**config.mk**
```make
export PLATFORM = sky130hd
export DESIGN_NAME = rcd_reset_init_sequencer_flat
export DESIGN_NICKNAME = d
export VERILOG_FILES = /design/src/rtl/rcd_init_pkg.sv /design/src/rtl/rcd_init_if.sv /design/src/rtl/rcd_reset_init_sequencer.sv /design/src/flat_wrapper.sv
export SDC_FILE = /design/constraint.sdc
export NUM_CORES = 1
export LEC_CHECK = 0
export BUFFER_PORTS_ARGS = -buffer_cell sky130_fd_sc_hd__buf_2
export CAP_MARGIN = 25
export CORE_MARGIN = 1
export CORE_UTILIZATION = 40
export DETAILED_ROUTE_END_ITERATION = 10
export PLACE_DENSITY = 0.73
export SLEW_MARGIN = 30
export SYNTH_ARGS = -nofsm -noshare
export SYNTH_HDL_FRONTEND = slang
export SYNTH_SLANG_ARGS = --single-unit
```
**constraint.sdc**
```tcl
create_clock -name core_clk_i -period 2.2 [get_ports core_clk_i]
set_clock_uncertainty 0.05 [all_clocks]
set_input_delay 0.66 -clock core_clk_i [delete_from_list [all_inputs] [get_ports core_clk_i]]
set_output_delay 0.66 -clock core_clk_i [all_outputs]
set_load 0.05 [all_outputs]
```
**src/rtl/rcd_init_pkg.sv**
```systemverilog
package rcd_init_pkg;

  // ----------------------------------------------------------------------
  // Timing
  // ----------------------------------------------------------------------
  localparam int unsigned CLK_PERIOD_PS = 4000;
  // Stabilization time in microseconds, worst case band
  localparam int unsigned STAB_TIME_US = 15;
  localparam int unsigned STAB_CYCLES = (STAB_TIME_US * 1000000) /
                                        CLK_PERIOD_PS;
  // Pre-release interval in input clock cycles
  localparam int unsigned PRE_RELEASE_CYCLES = 8;
  // Soft reset minimum in nanoseconds
  localparam int unsigned SOFT_RESET_NS = 100;
  localparam int unsigned SOFT_RESET_CYCLES =
    (SOFT_RESET_NS * 1000 + CLK_PERIOD_PS - 1) / CLK_PERIOD_PS;
  // Power-stable reset minimum in microseconds
  localparam int unsigned POWER_RESET_US = 200;
  localparam int unsigned POWER_RESET_CYCLES =
    (POWER_RESET_US * 1000000 + CLK_PERIOD_PS - 1) / CLK_PERIOD_PS;

  // ----------------------------------------------------------------------
  // Widths and indices
  // ----------------------------------------------------------------------
  localparam int unsigned CS_W = 4;
  localparam int unsigned CKE_OUT_W = 4;
  localparam int unsigned CMD_W = 24;
  localparam int unsigned CNT_W = 20;
  localparam int unsigned SYNC_STAGES = 3;
  localparam logic [1:0] CS_MAX_IDX_DUAL = 2'h1;
  localparam logic [1:0] CS_MAX_IDX_QUAD = 2'h3;

endpackage

```
**src/rtl/rcd_init_if.sv**
```systemverilog
interface rcd_init_if;
  logic reset_n;
  logic [rcd_init_pkg::CS_W-1:0] chip_select_in;
  logic clk_enable_in0;
  logic clk_enable_in1;
  logic termination_in0;
  logic [rcd_init_pkg::CMD_W-1:0] cmd_addr;
  logic four_chip_select_mode;
  logic parity_error_out_o;
  logic parity_error_out_oe;

  modport device (
    input reset_n, chip_select_in, clk_enable_in0, clk_enable_in1,
    input termination_in0, cmd_addr, four_chip_select_mode,
    output parity_error_out_o, parity_error_out_oe
  );
  modport host (
    output reset_n, chip_select_in, clk_enable_in0, clk_enable_in1,
    output termination_in0, cmd_addr, four_chip_select_mode,
    input parity_error_out_o, parity_error_out_oe
  );
endinterface

```
**src/rtl/rcd_reset_init_sequencer.sv**
```systemverilog
module rcd_reset_init_sequencer (
  input wire logic core_clk_i,                  // Input clock
  rcd_init_if.device link,                      // Controller side
  output logic [rcd_init_pkg::CS_W-1:0] chip_select_out_o,    // CS out
  output logic [rcd_init_pkg::CS_W-1:0] chip_select_out_oe_o, // CS enable
  output logic clk_enable_out_a0_o,             // CKE copy A0
  output logic clk_enable_out_a1_o,             // CKE copy A1
  output logic clk_enable_out_b0_o,             // CKE copy B0
  output logic clk_enable_out_b1_o,             // CKE copy B1
  output logic termination_out_o,               // Termination out
  output logic termination_out_oe_o,            // Termination enable
  output logic [rcd_init_pkg::CMD_W-1:0] cmd_addr_out_o, // C/A out
  output logic cmd_addr_out_oe_o,               // C/A enable
  output logic input_term_en_o,                 // Input termination on
  output logic low_power_o,                     // Low power state
  output logic ready_o                          // Forwarding active
);

  // ----------------------------------------------------------------------
  // Reset release synchronizer
  // ----------------------------------------------------------------------
  logic [rcd_init_pkg::SYNC_STAGES-1:0] sync_q;
  logic rst_sync_n;

  // Assertion clears at once; release waits for clock edges so the
  // state machine never sees a runt release. Three stages cost three
  // cycles of start-up latency, which the controller counts in its
  // own wait, in exchange for a settled release edge
  always_ff @(posedge core_clk_i or negedge link.reset_n) begin
    if (!link.reset_n) begin
      sync_q <= '0;
    end else begin
      sync_q <= {sync_q[rcd_init_pkg::SYNC_STAGES-2:0], 1'b1};
    end
  end
  assign rst_sync_n = sync_q[rcd_init_pkg::SYNC_STAGES-1];

  // ----------------------------------------------------------------------
  // State
  // ----------------------------------------------------------------------
  typedef enum logic [1:0] {ST_RESET, ST_STAB, ST_RUN} phase_t;

  // Everything the sequencer remembers apart from the synchronizer, registered as one word
  typedef struct packed {
    phase_t phase;
    logic [rcd_init_pkg::CNT_W-1:0] cnt;
    logic seen_edge;
    logic [rcd_init_pkg::CS_W-1:0] cs;
    logic [1:0] cke;
    logic odt;
    logic [rcd_init_pkg::CMD_W-1:0] ca;
  } state_t;

  // Registered state and its next value
  state_t s_q;
  state_t s_d;
  logic [1:0] cs_max_idx;
  logic [rcd_init_pkg::CS_W-1:0] cs_mask;
  logic [rcd_init_pkg::CS_W-1:0] cs_low;

  // ----------------------------------------------------------------------
  // Chip select decode
  // ----------------------------------------------------------------------
  // Highest live select index follows the mode pin; the mode is only
  // looked at through this mask, so an unused select can never open
  // a transfer that the controller did not mean to make
  always_comb begin
    if (link.four_chip_select_mode) begin
      cs_max_idx = rcd_init_pkg::CS_MAX_IDX_QUAD;
    end else begin
      cs_max_idx = rcd_init_pkg::CS_MAX_IDX_DUAL;
    end
  end

  // One mask bit per select: above the highest index it is forced off,
  // so unused selects count as deselected in dual mode
  for (genvar i = 0; i < rcd_init_pkg::CS_W; i++) begin : g_cs_mask
    assign cs_mask[i] = (2'(i) <= cs_max_idx);
  end

  // Low-active selects turned into the set of live selects
  assign cs_low = ~link.chip_select_in & cs_mask;

  // ----------------------------------------------------------------------
  // Sequencing
  // ----------------------------------------------------------------------
  // Next state; termination is sampled from stabilization on, other inputs only in run phase.
  // Reset entry is handled by the state register, so the cases here
  // only move forward, except the unused encoding
  always_comb begin
    s_d = s_q;
    s_d.seen_edge = 1'b1;
    case (s_q.phase)
      ST_RESET: begin
        // One quiet cycle after the synchronizer lets go
        s_d.phase = ST_STAB;
        s_d.cnt = '0;
      end
      ST_STAB: begin
        // Count out the stabilization time; selects and enables are not
        // sampled, so a stray access in this window goes nowhere
        s_d.odt = link.termination_in0;
        if (s_q.cnt == rcd_init_pkg::CNT_W'(rcd_init_pkg::STAB_CYCLES - 1))
        begin
          s_d.phase = ST_RUN;
        end else begin
          s_d.cnt = s_q.cnt + 1'b1;
        end
      end
      ST_RUN: begin
        // Plain register stage from the inputs to the outputs; selects
        // are copied as a set so two low selects still reach the pins
        s_d.cke = {link.clk_enable_in1, link.clk_enable_in0};
        s_d.odt = link.termination_in0;
        s_d.cs = ~cs_low;
        // Forward C/A only when exactly one select is low
        if ($countones(cs_low) == 1) begin
          s_d.ca = link.cmd_addr;
        end
      end
      default: begin
        // Unused encoding: fall back to the reset phase
        s_d.phase = ST_RESET;
      end
    endcase
  end

  // ----------------------------------------------------------------------
  // State register
  // ----------------------------------------------------------------------
  // Whole state returns to defaults on reset; inputs are not looked at
  always_ff @(posedge core_clk_i or negedge rst_sync_n) begin
    if (!rst_sync_n) begin
      s_q.phase <= ST_RESET;
      s_q.cnt <= '0;
      s_q.seen_edge <= 1'b0;
      s_q.cs <= '1;
      s_q.cke <= '0;
      s_q.odt <= 1'b0;
      s_q.ca <= '0;
    end else begin
      s_q <= s_d;
    end
  end

  // ----------------------------------------------------------------------
  // Output pins
  // ----------------------------------------------------------------------
  logic in_reset;
  logic running;

  // Raw reset pin gates drivers so floating happens without waiting on
  // the synchronizer, at the same time as the receivers shut down. The cost: a
  // glitch on the pin floats selects and termination for as long as it lasts, and C/A until running again
  always_comb begin
    in_reset = !link.reset_n;
    running = (s_q.phase == ST_RUN) && !in_reset;
  end

  // ----------------------------------------------------------------------
  // Clock enable outputs
  // ----------------------------------------------------------------------
  // Clock enables always driven; low in reset and stabilization. The
  // A and B copies feed separate ranks and always carry one level
  assign clk_enable_out_a0_o = running & s_q.cke[0];
  assign clk_enable_out_a1_o = running & s_q.cke[1];
  assign clk_enable_out_b0_o = running & s_q.cke[0];
  assign clk_enable_out_b1_o = running & s_q.cke[1];

  // ----------------------------------------------------------------------
  // Pass-through pins
  // ----------------------------------------------------------------------
  // Chip selects float in reset and stay high until running
  assign chip_select_out_o = running ? s_q.cs : '1;
  assign chip_select_out_oe_o = {rcd_init_pkg::CS_W{!in_reset}};
  // Termination low from release until the first edge
  assign termination_out_o = s_q.seen_edge & s_q.odt;
  assign termination_out_oe_o = !in_reset;
  // C/A comes straight from the register stage and floats until running
  assign cmd_addr_out_o = s_q.ca;
  assign cmd_addr_out_oe_o = running;
  // Open drain error never pulled low here: inactive high
  assign link.parity_error_out_o = 1'b0;
  assign link.parity_error_out_oe = 1'b0;
  // ----------------------------------------------------------------------
  // Status
  // ----------------------------------------------------------------------
  // Receivers off and termination removed while reset held; these
  // follow the raw pin, so power drops without a clock running
  assign input_term_en_o = !in_reset;
  assign low_power_o = in_reset;
  assign ready_o = running;

endmodule

```
**src/flat_wrapper.sv**
```systemverilog
// flat-port wrapper written by rule: the top's interface ports become plain ports
module rcd_reset_init_sequencer_flat 
  (core_clk_i, chip_select_out_o, chip_select_out_oe_o, clk_enable_out_a0_o, clk_enable_out_a1_o, clk_enable_out_b0_o, clk_enable_out_b1_o, termination_out_o, termination_out_oe_o, cmd_addr_out_o, cmd_addr_out_oe_o, input_term_en_o, low_power_o, ready_o, link_reset_n, link_chip_select_in, link_clk_enable_in0, link_clk_enable_in1, link_termination_in0, link_cmd_addr, link_four_chip_select_mode, link_parity_error_out_o, link_parity_error_out_oe);
  rcd_init_if link_i ();
  input wire logic core_clk_i;
  output logic [rcd_init_pkg::CS_W-1:0] chip_select_out_o;
  output logic [rcd_init_pkg::CS_W-1:0] chip_select_out_oe_o;
  output logic clk_enable_out_a0_o;
  output logic clk_enable_out_a1_o;
  output logic clk_enable_out_b0_o;
  output logic clk_enable_out_b1_o;
  output logic termination_out_o;
  output logic termination_out_oe_o;
  output logic [rcd_init_pkg::CMD_W-1:0] cmd_addr_out_o;
  output logic cmd_addr_out_oe_o;
  output logic input_term_en_o;
  output logic low_power_o;
  output logic ready_o;
  input wire logic [$bits(link_i.reset_n)-1:0] link_reset_n;
  input wire logic [$bits(link_i.chip_select_in)-1:0] link_chip_select_in;
  input wire logic [$bits(link_i.clk_enable_in0)-1:0] link_clk_enable_in0;
  input wire logic [$bits(link_i.clk_enable_in1)-1:0] link_clk_enable_in1;
  input wire logic [$bits(link_i.termination_in0)-1:0] link_termination_in0;
  input wire logic [$bits(link_i.cmd_addr)-1:0] link_cmd_addr;
  input wire logic [$bits(link_i.four_chip_select_mode)-1:0] link_four_chip_select_mode;
  output wire logic [$bits(link_i.parity_error_out_o)-1:0] link_parity_error_out_o;
  output wire logic [$bits(link_i.parity_error_out_oe)-1:0] link_parity_error_out_oe;
  assign link_i.reset_n = link_reset_n;
  assign link_i.chip_select_in = link_chip_select_in;
  assign link_i.clk_enable_in0 = link_clk_enable_in0;
  assign link_i.clk_enable_in1 = link_clk_enable_in1;
  assign link_i.termination_in0 = link_termination_in0;
  assign link_i.cmd_addr = link_cmd_addr;
  assign link_i.four_chip_select_mode = link_four_chip_select_mode;
  assign link_parity_error_out_o = link_i.parity_error_out_o;
  assign link_parity_error_out_oe = link_i.parity_error_out_oe;
  rcd_reset_init_sequencer u_core (.core_clk_i(core_clk_i), .link(link_i), .chip_select_out_o(chip_select_out_o), .chip_select_out_oe_o(chip_select_out_oe_o), .clk_enable_out_a0_o(clk_enable_out_a0_o), .clk_enable_out_a1_o(clk_enable_out_a1_o), .clk_enable_out_b0_o(clk_enable_out_b0_o), .clk_enable_out_b1_o(clk_enable_out_b1_o), .termination_out_o(termination_out_o), .termination_out_oe_o(termination_out_oe_o), .cmd_addr_out_o(cmd_addr_out_o), .cmd_addr_out_oe_o(cmd_addr_out_oe_o), .input_term_en_o(input_term_en_o), .low_power_o(low_power_o), .ready_o(ready_o));
endmodule
```
==> results.yml <==
run_status:
  status: "finished with violations"
  violations: "negative setup slack"
critical_path:
  path_max_fanout: 7
  reg2reg_depth: 9
  cp.required_ns: 2.36
  cp_num_buf_inv: 3
  path_cells: "buf_6 -> nor2b_4 -> ha_4 -> ha_4 -> fa_2 -> nor4b_4 -> buf_6 -> buf_8 -> mux2_4"
  r2r_end: "u_core.cmd_addr_out_o[1]"
  worst-path-stages: 9
  critPathLaunchType: "input port"
  reg2reg_slack_ns: 0.04
  path_class: "in -> reg"
  slowest_stage: "fa_2"
  slowest_delay_ns: 0.45
  cp_top_family: "adder cells"
  end_kind: "flop"
  crit_arrival_ns: 2.63
  r2r-start: "u_core.s_q[52]"
power_and_ir_drop:
  powerDensity_nw_per_um2: 758
  leakagePower_nw: 1.80
  peakVddDrop_uv: 414
  finalPower_mw: 2.86
clock_network:
  clockBufferDepth: 2
  clk_pin_slew_ns: 0.07
  cts_hold_buffers: 0
  numCtsBuffers: 9
  cts_root_buf: "clkbuf_8"
  clock_sinks: 57
  cts_tree: "built"
  htreeDepth: 3
  clock_latency_ns: 0.34
final_layout:
  drive_gt1_share_pct: 49.7
  nets: 366
  area_growth_syn_to_layout_pct: 29.6
  num_antenna_cells: 0
timing:
  finalCritPeriodShare_pct: 112
  setup_viol: 24
  tightestPinTransition_ns: 0.576
  fin_crit_ns: 2.47
  rsz0062_at_grt: "yes"
  fin_ws_ns: -0.267
  fin_setup_tns_ns: -5.75
  max_freq_ghz: 0.405
  maxSlewHeadroom_pct: 61.6
  slew_viol_final: 0
  hold_viol: 0
logic_synthesis:
  synth.distinct_cells: 41
  ys.flop_type: "dfrtp_1"
  yosys.area.top_type: "dfrtp_1"
  synth_warnings: 0
  syn_avg_cell_area_um2: 11.3
  synthArstFlopShare_pct: 100
  synthesis.area_um2: 2910
  yosysSeqAreaShare_pct: 49.2
  netlist_top_cells_area: "dfrtp_1 (46%), mux2_2 (11%), buf_4 (9.6%)"
  synth_edf_count: 0
  ys_ff_latch: 57
  yosysTopAreaCellShare_pct: 45.6
  syn-instance-count: 257
global_route:
  antenna_found_initial: 0
  track_usage_pct: 17.7
  grt_pass1_vias: 2086
  overflow: 0
  grt_max_degree: 26
  grt_first_pass_wirelength_um: 10000
route:
  wl_per_cell_um: 14.6
  drtPass1Iterations: 4
  drcViolationCount: 0
  ant_nets: 0
  vias_per_cell: 5.03
  drt-initial-drc-count: 127
  finalWirelength_um: 6180
  num_vias: 2134
die:
  die_h_um: 87.3
  core_area_um2: 6910
  dieArea_um2: 7610
  start_util_pct: 42.1
  rows: 30
  ios: 78
  die_x_um: 87.3
placement:
  gp_congestion: 0.763
  io_buffers: 75
  place_ws_ns: -0.757
  dp_hpwl_um: 4140
worst_hold_path:
  worstHoldPathType: "in -> async"
run:
  max_cap_violations: 0
## report_power, final
group / total, mW / switching [mW] / internal (mW)
Clock: 0.956 / 0.434 / 0.521
Combinational: 0.697 / 0.469 / 0.228
Sequential: 1.20 / 0.0584 / 1.14
Total: 2.86 / 0.961 / 1.89
## cell usage in the layout (no fill, tap or decap), drive strengths merged, types with 6 or more instances in the layout
cell type  instances
a21oi              6
nand3             18
o31ai              7
clkbuf            11
inv               11
ha                 8
dfrtp             53
nor2               9
and3               6
nand2             11
o21ai             12
mux2              29
buf               94
## sequential cells by signal, indices dropped and copies added (netlist names)
name and cells:
u_core.s_q 30, u_core.cmd_addr_out_o 24, u_core.sync_q 3
## worst max path at each step
stage | startpoint | endpoint | slack [ns]
finish | link_four_chip_select_mode | u_core.cmd_addr_out_o[1] | -0.27
global route | link_four_chip_select_mode | u_core.cmd_addr_out_o[1] | -0.29
CTS | link_four_chip_select_mode | u_core.cmd_addr_out_o[3] | -0.29
detailed placement | link_four_chip_select_mode | u_core.cmd_addr_out_o[16] | -0.76
global placement | link_four_chip_select_mode | u_core.cmd_addr_out_o[15] | -0.67
floorplan | link_four_chip_select_mode | u_core.cmd_addr_out_o[10] | -0.60
## routing by layer
metal | vias to the layer above | GRT usage, % | wire (µm) | share of wire (%)
li1 | 996 | - | - | -
met1 | 1036 | 22.1 | 2630 | 43
met2 | 91 | 28.3 | 3070 | 50
met3 | 11 | 4.55 | 376 | 6.1
met4 | 0 | 9.09 | 100 | 1.6
met5 | - | 0 | 0 | 0
## logic make-up after synthesis
family / after synthesis / share of synthesized area (%)
AND/OR/NAND/NOR: 66 / 13.5
flip-flops: 57 / 49.2
buffers and inverters: 52 / 11.7
AO/OA/AOI/OAI: 38 / 8.69
multiplexers: 30 / 11.6
adder cells (fa/ha/maj): 9 / 4.13
XOR/XNOR: 3 / 0.904
other: 2 / 0.258
## cells in the mapped netlist, types with 3 or more instances
library cell,count
xor2_1,3
dfrtp_1,53
clkbuf_1,3
a31oi_1,3
and3_1,6
nand2_1,11
or2_2,4
nor2_1,8
o21ai_0,12
ha_1,8
nor2b_1,4
mux2_2,28
inv_1,11
nand3_1,18
dfstp_2,4
o31ai_1,6
o211ai_1,4
buf_4,37
a21oi_1,6
nand4_1,4
## cell type report
type	count	area (µm²)
clock inverter	5	57.6
inverter	11	41.3
multi-input combinational	150	1330
sequential	57	1430
timing repair buffer	94	658
tap	96	120
clock buffer	11	131
fill	623	3140
## per-stage QoR
step	cells	instance area, µm²	hold WS, ns	util (%)
global route	424	3770	0.199	54.6
global placement	399	3260	0.223	47.1
finish	424	3770	0.211	54.6
floorplan	259	2990	0.281	-
CTS	422	3740	0.179	54.1
detailed placement	399	3260	0.238	47.1
## repair_timing
action	4_1_cts	5_1_grt
resized for setup	57	4
cloned	2	0
buffers inserted	5	2
endpoints found under the setup margin	34	31
pin swaps	4	1
Power figures use the tool's default switching activity.
